--- src/lu_map.svh ---
// lu_map.svh: register indices, field positions, reset values and timing of the line unit bank
// assumes inclusion by bare name from the design files; no logic lives here
//
// Functional notes
// reading event flags returns them, clears all, withdraws their interrupt request
// bit 7 flags a waveform amplitude overflow
// bit 6 flags a jitter buffer overflow
// bit 5 flags a jitter buffer underflow
// bit 4 flags a test pattern logic error
// bit 3 flags an excessive zeros event
// bit 2 flags a line code violation
// bit 1 flags each one-second timer expiry
// bit 0 flags an error counter overflow
// 16-bit error counter, low byte read-only, resets to zero
// high byte at next index, bit 7 is the counter msb, resets zero
// transmit termination bits 5..3: 75, 120, 100, 110 ohm, reset 000
// transmit code 1xx selects external matching resistors, meant for E1 only
// receive termination bits 2..0 use the same code set
// four channel copies, spaced 0x40 apart in the index map
// flags stay set until read; an event during the read is kept; the code also clears flags written with a one
// termination bits 7..6 read zero, writes to them ignored
`ifndef LU_MAP_SVH
`define LU_MAP_SVH
`define LU_CHANNELS 4
`define LU_IDX_FLAGS 6'h17
`define LU_IDX_CNT_LO 6'h18
`define LU_IDX_CNT_HI 6'h19
`define LU_IDX_TERM 6'h1A
`define LU_IDX_MASK 6'h1B
`define LU_BIT_AMP 7
`define LU_BIT_JAOV 6
`define LU_BIT_JAUD 5
`define LU_BIT_PAT 4
`define LU_BIT_EXZ 3
`define LU_BIT_CV 2
`define LU_BIT_SEC 1
`define LU_BIT_CNTOV 0
`define LU_CNT_WIDTH 16
`define LU_FLAGS_RST 8'h00
`define LU_MASK_RST 8'h00
`define LU_TERM_RST 6'h00
`define LU_TIMER_S 1
`define LU_CLK_HZ 200000000
`define LU_RESP_OKAY 2'h0
`define LU_RESP_SLVERR 2'h2
`endif

--- src/lu_pkg.sv ---
// lu_pkg: carrier types of the line unit register bank
// assumes nothing beyond the constants header
package lu_pkg;
   typedef struct packed {
      logic amp_ovf;
      logic ja_ovf;
      logic ja_udf;
      logic pat_err;
      logic exz;
      logic cv;
   } lu_event_type;
   typedef struct packed {
      logic [2:0] tx_code;
      logic [2:0] rx_code;
   } lu_term_type;
endpackage

--- src/lu_regs.sv ---
// lu_regs: four-channel line unit status, counter and termination bank on AXI4-Lite
// assumes event and count inputs are single-cycle pulses from logic on clk_sys
`timescale 1ns/1ps
`include "lu_map.svh"
module lu_regs #(
   parameter int unsigned SEC_CYCLES = `LU_TIMER_S * `LU_CLK_HZ
) (
   input wire logic clk_sys,
   input wire logic reset,
   input wire logic [11:0] s_axi_awaddr,
   input wire logic s_axi_awvalid,
   output logic s_axi_awready,
   input wire logic [31:0] s_axi_wdata,
   input wire logic [3:0] s_axi_wstrb,
   input wire logic s_axi_wvalid,
   output logic s_axi_wready,
   output logic [1:0] s_axi_bresp,
   output logic s_axi_bvalid,
   input wire logic s_axi_bready,
   input wire logic [11:0] s_axi_araddr,
   input wire logic s_axi_arvalid,
   output logic s_axi_arready,
   output logic [31:0] s_axi_rdata,
   output logic [1:0] s_axi_rresp,
   output logic s_axi_rvalid,
   input wire logic s_axi_rready,
   input lu_pkg::lu_event_type [`LU_CHANNELS-1:0] events,
   input wire logic [`LU_CHANNELS-1:0] err_inc,
   output lu_pkg::lu_term_type [`LU_CHANNELS-1:0] term_cfg,
   output logic irq
);
   logic awready_q;
   logic wready_q;
   logic bvalid_q;
   logic [1:0] bresp_q;
   logic arready_q;
   logic rvalid_q;
   logic [31:0] rdata_q;
   logic [1:0] rresp_q;
   logic irq_q;
   logic [11:0] awaddr_q;
   logic [7:0] wdata_q;
   logic wlane_q;
   logic wr_fire;
   logic ar_fire;
   logic [1:0] aw_ch;
   logic [5:0] aw_off;
   logic [1:0] ar_ch;
   logic [5:0] ar_off;
   logic wr_err;
   logic [31:0] rd_data_d;
   logic rd_err_d;
   logic [31:0] sec_cnt_q;
   logic sec_tick_q;
   logic [`LU_CHANNELS-1:0] rd_flags;
   logic [`LU_CHANNELS-1:0] wr_flags;
   logic [`LU_CHANNELS-1:0] wr_term;
   logic [`LU_CHANNELS-1:0] wr_mask;
   logic [`LU_CHANNELS-1:0] chan_irq;
   logic [7:0] flags_a [`LU_CHANNELS];
   logic [7:0] mask_a [`LU_CHANNELS];
   logic [`LU_CNT_WIDTH-1:0] cnt_a [`LU_CHANNELS];

   assign s_axi_awready = awready_q;
   assign s_axi_wready = wready_q;
   assign s_axi_bvalid = bvalid_q;
   assign s_axi_bresp = bresp_q;
   assign s_axi_arready = arready_q;
   assign s_axi_rvalid = rvalid_q;
   assign s_axi_rdata = rdata_q;
   assign s_axi_rresp = rresp_q;
   assign irq = irq_q;

   // shared one-second enable; each channel sees the same tick
   always_ff @(posedge clk_sys) begin
      if (reset) begin
         sec_cnt_q <= 32'h0;
         sec_tick_q <= 1'b0;
      end else if (sec_cnt_q == SEC_CYCLES - 1) begin
         sec_cnt_q <= 32'h0;
         sec_tick_q <= 1'b1;
      end else begin
         sec_cnt_q <= sec_cnt_q + 32'h1;
         sec_tick_q <= 1'b0;
      end
   end

   // address and data are caught in either order, the write runs once both are held
   assign wr_fire = !awready_q && !wready_q && !bvalid_q;
   assign ar_fire = s_axi_arvalid && arready_q;
   assign aw_ch = awaddr_q[9:8];
   assign aw_off = awaddr_q[7:2];
   assign ar_ch = s_axi_araddr[9:8];
   assign ar_off = s_axi_araddr[7:2];

   always_ff @(posedge clk_sys) begin
      if (reset) begin
         awready_q <= 1'b1;
         awaddr_q <= 12'h000;
      end else if (s_axi_awvalid && awready_q) begin
         awready_q <= 1'b0;
         awaddr_q <= s_axi_awaddr;
      end else if (wr_fire) begin
         awready_q <= 1'b1;
      end
   end

   always_ff @(posedge clk_sys) begin
      if (reset) begin
         wready_q <= 1'b1;
         wdata_q <= 8'h00;
         wlane_q <= 1'b0;
      end else if (s_axi_wvalid && wready_q) begin
         wready_q <= 1'b0;
         wdata_q <= s_axi_wdata[7:0];
         wlane_q <= s_axi_wstrb[0];
      end else if (wr_fire) begin
         wready_q <= 1'b1;
      end
   end

   // counter bytes accept writes silently; only indices outside the map fail
   always_comb begin
      wr_err = 1'b0;
      if (awaddr_q[11:10] != 2'h0) begin
         wr_err = 1'b1;
      end else if (aw_off == `LU_IDX_FLAGS) begin
         wr_err = 1'b0;
      end else if (aw_off == `LU_IDX_CNT_LO || aw_off == `LU_IDX_CNT_HI) begin
         wr_err = 1'b0;
      end else if (aw_off == `LU_IDX_TERM || aw_off == `LU_IDX_MASK) begin
         wr_err = 1'b0;
      end else begin
         wr_err = 1'b1;
      end
   end

   always_ff @(posedge clk_sys) begin
      if (reset) begin
         bvalid_q <= 1'b0;
         bresp_q <= `LU_RESP_OKAY;
      end else if (wr_fire) begin
         bvalid_q <= 1'b1;
         bresp_q <= wr_err ? `LU_RESP_SLVERR : `LU_RESP_OKAY;
      end else if (s_axi_bready) begin
         bvalid_q <= 1'b0;
      end
   end

   always_comb begin
      rd_data_d = 32'h0;
      rd_err_d = 1'b0;
      if (s_axi_araddr[11:10] != 2'h0) begin
         rd_err_d = 1'b1;
      end else if (ar_off == `LU_IDX_FLAGS) begin
         rd_data_d[7:0] = flags_a[ar_ch];
      end else if (ar_off == `LU_IDX_CNT_LO) begin
         rd_data_d[7:0] = cnt_a[ar_ch][7:0];
      end else if (ar_off == `LU_IDX_CNT_HI) begin
         rd_data_d[7:0] = cnt_a[ar_ch][15:8];
      end else if (ar_off == `LU_IDX_TERM) begin
         rd_data_d[5:0] = term_cfg[ar_ch];
      end else if (ar_off == `LU_IDX_MASK) begin
         rd_data_d[7:0] = mask_a[ar_ch];
      end else begin
         rd_err_d = 1'b1;
      end
   end

   // read data is captured on the same edge that clears the flags
   always_ff @(posedge clk_sys) begin
      if (reset) begin
         arready_q <= 1'b1;
         rvalid_q <= 1'b0;
         rdata_q <= 32'h0;
         rresp_q <= `LU_RESP_OKAY;
      end else if (ar_fire) begin
         arready_q <= 1'b0;
         rvalid_q <= 1'b1;
         rdata_q <= rd_data_d;
         rresp_q <= rd_err_d ? `LU_RESP_SLVERR : `LU_RESP_OKAY;
      end else if (rvalid_q && s_axi_rready) begin
         arready_q <= 1'b1;
         rvalid_q <= 1'b0;
      end
   end

   genvar c;
   generate
      for (c = 0; c < `LU_CHANNELS; c++) begin : g_ch
         logic wr_sel;
         assign wr_sel = wr_fire && wlane_q && !wr_err && aw_ch == 2'(c);
         assign wr_flags[c] = wr_sel && aw_off == `LU_IDX_FLAGS;
         assign wr_term[c] = wr_sel && aw_off == `LU_IDX_TERM;
         assign wr_mask[c] = wr_sel && aw_off == `LU_IDX_MASK;
         assign rd_flags[c] = ar_fire && !rd_err_d && ar_ch == 2'(c)
            && ar_off == `LU_IDX_FLAGS;
         lu_chan u_chan (
            .clk_sys(clk_sys),
            .reset(reset),
            .ev(events[c]),
            .err_inc(err_inc[c]),
            .sec_tick(sec_tick_q),
            .rd_flags(rd_flags[c]),
            .wr_flags(wr_flags[c]),
            .wr_term(wr_term[c]),
            .wr_mask(wr_mask[c]),
            .wdata(wdata_q),
            .flags_q(flags_a[c]),
            .count(cnt_a[c]),
            .term_q(term_cfg[c]),
            .mask_q(mask_a[c]),
            .irq_q(chan_irq[c])
         );
      end
   endgenerate

   always_ff @(posedge clk_sys) begin
      if (reset) begin
         irq_q <= 1'b0;
      end else begin
         irq_q <= |chan_irq;
      end
   end

   // checks mostly on channel 0; the channels are one generated copy
   a_flags_read_clear:
      assert property (@(posedge clk_sys) disable iff (reset)
         rd_flags[0] && events[0] == 6'h00 |=> flags_a[0][7:2] == 6'h00)
      else $error("event flags not cleared by read");
   a_irq_withdrawn:
      assert property (@(posedge clk_sys) disable iff (reset)
         (flags_a[1] & mask_a[1]) != 8'h00 && {chan_irq[3:2], chan_irq[0]} == 3'h0
         && rd_flags[1] && events[1] == 6'h00 && !err_inc[1] && !sec_tick_q
         |=> ##2 !irq_q)
      else $error("interrupt not withdrawn after read");
   a_amp_ovf_flag:
      assert property (@(posedge clk_sys) disable iff (reset)
         events[0].amp_ovf |=> flags_a[0][7])
      else $error("amplitude overflow not flagged");
   a_ja_ovf_flag:
      assert property (@(posedge clk_sys) disable iff (reset)
         events[0].ja_ovf |=> flags_a[0][6])
      else $error("jitter overflow not flagged");
   a_ja_udf_flag:
      assert property (@(posedge clk_sys) disable iff (reset)
         events[0].ja_udf |=> flags_a[0][5])
      else $error("jitter underflow not flagged");
   a_pattern_flag:
      assert property (@(posedge clk_sys) disable iff (reset)
         events[0].pat_err |=> flags_a[0][4])
      else $error("pattern error not flagged");
   a_exz_flag:
      assert property (@(posedge clk_sys) disable iff (reset)
         events[0].exz |=> flags_a[0][3])
      else $error("excess zeros not flagged");
   a_cv_flag:
      assert property (@(posedge clk_sys) disable iff (reset)
         events[0].cv |=> flags_a[0][2])
      else $error("code violation not flagged");
   a_sec_timer_flag:
      assert property (@(posedge clk_sys) disable iff (reset)
         sec_tick_q |=> flags_a[0][1] && flags_a[3][1])
      else $error("timer expiry not flagged");
   a_sec_spacing:
      assert property (@(posedge clk_sys) disable iff (reset)
         sec_tick_q |=> !sec_tick_q)
      else $error("timer tick longer than one cycle");
   a_cnt_ovf_flag:
      assert property (@(posedge clk_sys) disable iff (reset)
         err_inc[3] && cnt_a[3] == 16'hFFFF |-> ##2 flags_a[3][0])
      else $error("counter overflow not flagged");
   a_cnt_step:
      assert property (@(posedge clk_sys) disable iff (reset)
         err_inc[0] |=> cnt_a[0] == $past(cnt_a[0]) + 16'h0001)
      else $error("error counter did not step");
   a_cnt_low_read:
      assert property (@(posedge clk_sys) disable iff (reset)
         ar_fire && !rd_err_d && ar_ch == 2'h0 && ar_off == `LU_IDX_CNT_LO
         |=> s_axi_rdata == {24'h0, $past(cnt_a[0][7:0])})
      else $error("low count byte read wrong");
   a_cnt_high_read:
      assert property (@(posedge clk_sys) disable iff (reset)
         ar_fire && !rd_err_d && ar_ch == 2'h0 && ar_off == `LU_IDX_CNT_HI
         |=> s_axi_rdata == {24'h0, $past(cnt_a[0][15:8])})
      else $error("high count byte read wrong");
   a_tx_term_write:
      assert property (@(posedge clk_sys) disable iff (reset)
         wr_term[0] |=> term_cfg[0].tx_code == $past(wdata_q[5:3]))
      else $error("transmit termination not written");
   a_tx_ext_select:
      assert property (@(posedge clk_sys) disable iff (reset)
         wr_term[0] && wdata_q[5] |=> term_cfg[0].tx_code[2]
         ##1 (term_cfg[0].tx_code[2] || $past(wr_term[0])))
      else $error("external transmit select lost");
   a_rx_term_write:
      assert property (@(posedge clk_sys) disable iff (reset)
         wr_term[0] |=> term_cfg[0].rx_code == $past(wdata_q[2:0]))
      else $error("receive termination not written");
   a_channel_apart:
      assert property (@(posedge clk_sys) disable iff (reset)
         wr_term[1] |=> $stable(term_cfg[0]) && term_cfg[1] == $past(wdata_q[5:0]))
      else $error("channel copies not independent");
   a_flag_sticky:
      assert property (@(posedge clk_sys) disable iff (reset)
         flags_a[0][7] && !rd_flags[0] && !wr_flags[0] |=> flags_a[0][7])
      else $error("event flag dropped without read");
   a_set_beats_read:
      assert property (@(posedge clk_sys) disable iff (reset)
         rd_flags[2] && events[2].ja_ovf |=> flags_a[2][6])
      else $error("event lost during read");
   a_term_reserved:
      assert property (@(posedge clk_sys) disable iff (reset)
         ar_fire && !rd_err_d && ar_off == `LU_IDX_TERM |=> s_axi_rdata[31:6] == 26'h0)
      else $error("reserved termination bits not zero");
   a_read_latency:
      assert property (@(posedge clk_sys) disable iff (reset)
         ar_fire |=> s_axi_rvalid)
      else $error("read answer late");
   a_flags_w1c:
      assert property (@(posedge clk_sys) disable iff (reset)
         wr_flags[2] && events[2] == 6'h00 |=> (flags_a[2][7:2] & $past(wdata_q[7:2])) == 6'h00)
      else $error("event flags not cleared by write");
   a_irq_follows:
      assert property (@(posedge clk_sys) disable iff (reset)
         (flags_a[1] & mask_a[1]) != 8'h00 |-> ##2 irq_q)
      else $error("interrupt not raised for unmasked flag");
   a_mask_write:
      assert property (@(posedge clk_sys) disable iff (reset)
         wr_mask[0] |=> mask_a[0] == $past(wdata_q))
      else $error("mask not written");
   a_count_hold:
      assert property (@(posedge clk_sys) disable iff (reset)
         !err_inc[0] |=> $stable(cnt_a[0]))
      else $error("error counter moved without increment");
   a_write_answer:
      assert property (@(posedge clk_sys) disable iff (reset)
         wr_fire |=> s_axi_bvalid)
      else $error("write answer late");
   a_slverr_read:
      assert property (@(posedge clk_sys) disable iff (reset)
         ar_fire && rd_err_d |=> s_axi_rresp == `LU_RESP_SLVERR && s_axi_rdata == 32'h0)
      else $error("unmapped read not refused");
endmodule

--- src/lu_err_cnt.sv ---
// lu_err_cnt: wrapping error counter with a one-cycle overflow pulse
// assumes inc comes from logic on clk_sys
`timescale 1ns/1ps
`include "lu_map.svh"
module lu_err_cnt #(
   parameter int WIDTH = `LU_CNT_WIDTH
) (
   input wire logic clk_sys,
   input wire logic reset,
   input wire logic inc,
   output logic [WIDTH-1:0] count_q,
   output logic ovf_q
);
   always_ff @(posedge clk_sys) begin
      if (reset) begin
         count_q <= '0;
         ovf_q <= 1'b0;
      end else begin
         ovf_q <= inc && (&count_q);
         if (inc) begin
            count_q <= count_q + 1'b1;
         end
      end
   end
endmodule

--- src/lu_chan.sv ---
// lu_chan: one channel's event flags, mask, error counter and termination
// assumes strobes are single-cycle pulses from the bus slave on clk_sys
`timescale 1ns/1ps
`include "lu_map.svh"
module lu_chan (
   input wire logic clk_sys,
   input wire logic reset,
   input lu_pkg::lu_event_type ev,
   input wire logic err_inc,
   input wire logic sec_tick,
   input wire logic rd_flags,
   input wire logic wr_flags,
   input wire logic wr_term,
   input wire logic wr_mask,
   input wire logic [7:0] wdata,
   output logic [7:0] flags_q,
   output logic [`LU_CNT_WIDTH-1:0] count,
   output lu_pkg::lu_term_type term_q,
   output logic [7:0] mask_q,
   output logic irq_q
);
   logic cnt_ovf;
   logic [7:0] ev_vec;
   logic [7:0] clr;

   lu_err_cnt #(.WIDTH(`LU_CNT_WIDTH)) u_cnt (
      .clk_sys(clk_sys),
      .reset(reset),
      .inc(err_inc),
      .count_q(count),
      .ovf_q(cnt_ovf)
   );

   always_comb begin
      ev_vec = 8'h00;
      ev_vec[`LU_BIT_AMP] = ev.amp_ovf;
      ev_vec[`LU_BIT_JAOV] = ev.ja_ovf;
      ev_vec[`LU_BIT_JAUD] = ev.ja_udf;
      ev_vec[`LU_BIT_PAT] = ev.pat_err;
      ev_vec[`LU_BIT_EXZ] = ev.exz;
      ev_vec[`LU_BIT_CV] = ev.cv;
      ev_vec[`LU_BIT_SEC] = sec_tick;
      ev_vec[`LU_BIT_CNTOV] = cnt_ovf;
      clr = rd_flags ? 8'hFF : (wr_flags ? wdata : 8'h00);
   end

   // set beats clear so an event landing on the read is kept
   always_ff @(posedge clk_sys) begin
      if (reset) begin
         flags_q <= `LU_FLAGS_RST;
      end else begin
         flags_q <= (flags_q & ~clr) | ev_vec;
      end
   end

   always_ff @(posedge clk_sys) begin
      if (reset) begin
         term_q <= `LU_TERM_RST;
      end else if (wr_term) begin
         term_q <= wdata[5:0];
      end
   end

   always_ff @(posedge clk_sys) begin
      if (reset) begin
         mask_q <= `LU_MASK_RST;
         irq_q <= 1'b0;
      end else begin
         if (wr_mask) begin
            mask_q <= wdata;
         end
         irq_q <= |(flags_q & mask_q);
      end
   end
endmodule

--- config.mk ---
export PLATFORM = sky130hd
export DESIGN_NAME = lu_regs
export DESIGN_NICKNAME = d
export VERILOG_FILES = /design/src/lu_pkg.sv /design/src/lu_regs.sv /design/src/lu_err_cnt.sv /design/src/lu_chan.sv
export VERILOG_INCLUDE_DIRS = /design/src /design/src/src
export SDC_FILE = /design/constraint.sdc
export NUM_CORES = 1
export LEC_CHECK = 0
export BUFFER_PORTS_ARGS = -buffer_cell sky130_fd_sc_hd__buf_2
export CAP_MARGIN = 0
export CORE_MARGIN = 2
export CORE_UTILIZATION = 42
export CTS_CLUSTER_SIZE = 14
export DETAILED_ROUTE_END_ITERATION = 6
export SYNTH_ARGS = -nofsm -noshare
export SYNTH_HDL_FRONTEND = slang
export SYNTH_SLANG_ARGS = --single-unit
--- constraint.sdc ---
create_clock -name clk_sys -period 2.1 [get_ports clk_sys]
set_clock_uncertainty 0.2 [all_clocks]
set_input_delay 0.42 -clock clk_sys [delete_from_list [all_inputs] [get_ports clk_sys]]
set_output_delay 0.42 -clock clk_sys [all_outputs]
set_load 0.1 [all_outputs]
==> flow_metrics.tcl <==
set metrics [dict create \
    ys_top_cells_by_count "sky130_fd_sc_hd__dfxtp_1, sky130_fd_sc_hd__nor2_1, sky130_fd_sc_hd__nand2_1" \
    synthXorXnorAreaFrac_pct 5.76 \
    worst_ep_required_time_ns 2.31 \
    drt_iter0_drc 558 \
    post_synth.cell_area_avg_um2 9.24 \
    dp_hpwl_um 21300 \
    synth_area_in_adders_pct 0.588 \
    worst_path_max_delay_cell "sky130_fd_sc_hd__or3_4" \
    drtPass1Iterations 5 \
    cts_htree_levels 1 \
    synth_enable_flop_cells 0 \
    numClockSinks 228 \
    clk_root_buffer_cell "sky130_fd_sc_hd__clkbuf_16" \
    crit_arrival_ns 2.23 \
    synth_top_family_by_area "simple AND/OR/NAND/NOR gates" \
    first_global_vias 8776 \
    synth_top_cell_area_share_pct 42.9 \
    initial_util_pct 42.5 \
    groute.usage.overall_pct 22.3 \
    timing.critical_path.mode_cell "sky130_fd_sc_hd__nand2_1" \
    nature_of_the_critical_path_endpoint "register" \
    hp-start "err_inc[0]" \
    timing.max_cap.violations 0 \
    multi_input_comb_area_um2 5750 \
    layout_worst_path_cycle_share_pct 96.2 \
    ys_top_cells_by_area "sky130_fd_sc_hd__dfxtp_1, sky130_fd_sc_hd__mux4_2, sky130_fd_sc_hd__mux2i_1" \
    final_weighted_congestion_of_routability_driven_global_placement 0.899 \
    die_h_um 163 \
    antenna_violating_nets_post_route 0 \
    min_delay_worst_type "in -> reg" \
    synth.most_common_cell "sky130_fd_sc_hd__dfxtp_1" \
    critPathLaunchType "register" \
    grt_pass1_wl_um 47200 \
    seq_area_frac_synth_pct 42.9 \
    seq_area_um2 4590 \
    worst_skew_pair.late_latency_ns 0.54 \
    timing.rr.start "s_axi_bvalid$_SDFFE_PP0P_" \
    yosys-mux-area-fraction_pct 12.7 \
    n_fill_cell 2274 \
    grt_antenna_before_repair 0 \
    setup_violations 0 \
    grt_remaining_overflow 0 \
    die_w_um 163 \
    syn2layout_area_growth_pct 24.9 \
    route.vias.total 9141 \
    grt_max_degree 72 \
    cts.clk_slew.worst_paths_ns 0.06 \
    worst-slew-pin-transition_ns 0.679 \
    mappedNetlistArea_um2 10600 \
    buffer_ports.inserted 103 \
    placed_cells_incl_taps 1592 \
    synth_ff_type "sky130_fd_sc_hd__dfxtp_1" \
    outcome "finished, final reports clean" \
    drc 0 \
    achievable-frequency_mhz 495 \
    ios 161 \
    core-area_um2 25000 \
    drt-wirelength-per-cell_um 17.6 \
    finish.net_count 1442 \
    antenna-diode-count 0 \
    timing.max_slew.rel_slack_pct 54.7 \
    syn-instance-count 1152 \
    detail_route.vias_per_cell 5.42 \
    yosysUniqueCellTypes 59 \
    layout-drive-gt1-share_pct 21.6 \
    layout.cells.non_filler 1688 \
    report.final.hold_viol_count 0 \
    timing_max_transition_violations_final 0 \
    clock_tree_from_tritoncts "yes" \
    die-area_um2 26600 \
    synthesized_area_fraction_occupied_by_ao_oa_aoi_and_oai_cells_pct 11.3 \
    share_of_flip_flops_with_an_asynchronous_set_or_reset_pct 0 \
    leakagePower_nw 5.15 \
    vdd_ir_drop_max_uv 534 \
    ys_ff_latch 228 \
    powerDensity_nw_per_um2 737 \
    timing.setup.critical_path_class "reg -> reg" \
    cts_buffers 26 \
    finalWirelength_um 29700 \
    yosys_warnings 0 \
    crit_chain "or3_4, nor4b_4, buf_6, buf_4, nand2_1, nand2_1, a21oi_1" \
    post_synth_and_or_nand_nor_area_fraction_pct 21.9 \
    setup.worst_path.start "s_axi_bvalid$_SDFFE_PP0P_" \
    finalPower_mw 9.81 \
    cpPeakStageDelay_ns 0.41 \
    placementRows 58 \
    synth_top_cell_by_area "sky130_fd_sc_hd__dfxtp_1" \
    maximum_buffer_depth_of_the_clock_tree 3 \
    cp_max_fo 7 \
    min_period_ns 2.02 \
    utilization_pct 53.1 \
]
==> repair_timing <==
action | 4_1_cts | 5_1_grt
hold endpoints to repair | 51 | 0
setup endpoints to repair | 13 | 57
pin swaps | 1 | 6
setup buffers | 0 | 3
gates resized for setup | 3 | 7
hold buffers | 49 | 0
==> through the flow <==
stage / TNS [ns] / area, um2 / setup WS (ns) / hold slack [ns]
final: 0 / 13300 / 0.0789 / 0.00685
after global routing: -0.00944 / 13300 / -0.00933 / 0.0138
after CTS: 0 / 13200 / 0.00601 / 0.000249
after detailed placement: -4.02 / 11900 / -0.173 / 0.236
after global placement: -3.77 / 11900 / -0.163 / 0.229
after floorplan: -2.73 / 10800 / -0.102 / 0.213
==> where the power goes <==
| group | internal (mW) | leakage [nW] | total (mW) | switching [mW] |
|---|---|---|---|---|
| sequential | 4.43 | 1.86 | 4.57 | 0.141 |
| combinational | 0.347 | 2.89 | 0.960 | 0.613 |
| clock | 2.52 | 0.403 | 4.28 | 1.76 |
| total | 7.30 | 5.15 | 9.81 | 2.51 |
==> state kept, by name (all words and copies together) (netlist names) <==
| name | cells |
|---|---|
| sec_cnt_q | 32 |
| s_axi_bresp | 1 |
| g_ch.u_chan.flags_q | 32 |
| g_ch.u_chan.mask_q | 32 |
| wlane_q | 1 |
| s_axi_rdata | 8 |
| irq | 1 |
| wdata_q | 8 |
| g_ch.u_chan.term_q | 24 |
| s_axi_awready | 1 |
| sec_tick_q | 1 |
| g_ch.u_chan.u_cnt.count_q | 64 |
| s_axi_rresp | 1 |
| s_axi_rvalid | 1 |
| s_axi_bvalid | 1 |
| s_axi_wready | 1 |
| awaddr_q | 10 |
| g_ch.u_chan.irq_q | 4 |
| g_ch.u_chan.u_cnt.ovf_q | 4 |
| s_axi_arready | 1 |
==> cells in the final DEF (no fill, tap or decap), types with 12 or more instances in the layout <==
cell type and count:
sky130_fd_sc_hd__clkbuf_16 26, sky130_fd_sc_hd__mux2i_1 57, sky130_fd_sc_hd__dlygate4sd3_1 49, sky130_fd_sc_hd__nand4_1 29
sky130_fd_sc_hd__nor2_1 140, sky130_fd_sc_hd__buf_4 69, sky130_fd_sc_hd__conb_1 26, sky130_fd_sc_hd__xnor2_1 28
sky130_fd_sc_hd__xor2_1 42, sky130_fd_sc_hd__nand2_1 136, sky130_fd_sc_hd__nand3_1 46, sky130_fd_sc_hd__a22oi_1 22
sky130_fd_sc_hd__inv_1 12, sky130_fd_sc_hd__dfxtp_1 215, sky130_fd_sc_hd__and3_1 20, sky130_fd_sc_hd__a32o_1 37
sky130_fd_sc_hd__or3_1 12, sky130_fd_sc_hd__a21oi_1 53, sky130_fd_sc_hd__nor3_1 18, sky130_fd_sc_hd__buf_2 101
sky130_fd_sc_hd__mux4_2 31, sky130_fd_sc_hd__o21ai_0 32
==> per-layer routing <==
layer | share of wire [%] | vias up | global-route usage, %
li1 | - | 4456 | -
met1 | 47 | 4355 | 31.0
met2 | 45 | 276 | 35.9
met3 | 5.3 | 54 | 3.63
met4 | 2.6 | 0 | 6.07
met5 | 0 | - | 0
==> path summary, 6_finish.rpt <==
kind	slack [ns]	cells past startpoint	to
max	0.08	7	g_ch[0].u_chan.term_q[2]$_SDFFE_PP0P_
min	0.007	3	g_ch[0].u_chan.u_cnt.count_q[0]$_SDFFE_PP0P_
max reg2reg	0.08	7	g_ch[0].u_chan.term_q[2]$_SDFFE_PP0P_
min reg2reg	0.24	1	sec_cnt_q[0]$_SDFF_PP0_
==> area by class of cell <==
cell class / count / share of cell area, %
tap: 330 / 3.10
clock inverter: 9 / 0.611
clock buffer: 35 / 5.45
timing repair buffer: 229 / 12.8
multi-input combinational: 844 / 43.2
inverter: 13 / 0.367
sequential: 228 / 34.5
==> cells by family (layout without fill, tap and decap cells) <==
family	after synthesis	in the layout
other cells	1	26
mux	95	95
fa+ha+maj	5	5
buf+inv	105	286
flops	228	228
xor+xnor	70	70
simple gates	474	474
compound gates	174	174
==> worst max-delay path: cells and delay by family (launching register included) <==
kind	cells	cell delay, ns
and+or+nand+nor	4	0.97
DFF	1	0.36
buffers and inverters	2	0.30
AOI/OAI and AO/OA	1	0.06
(Power assumes the default switching activity.)
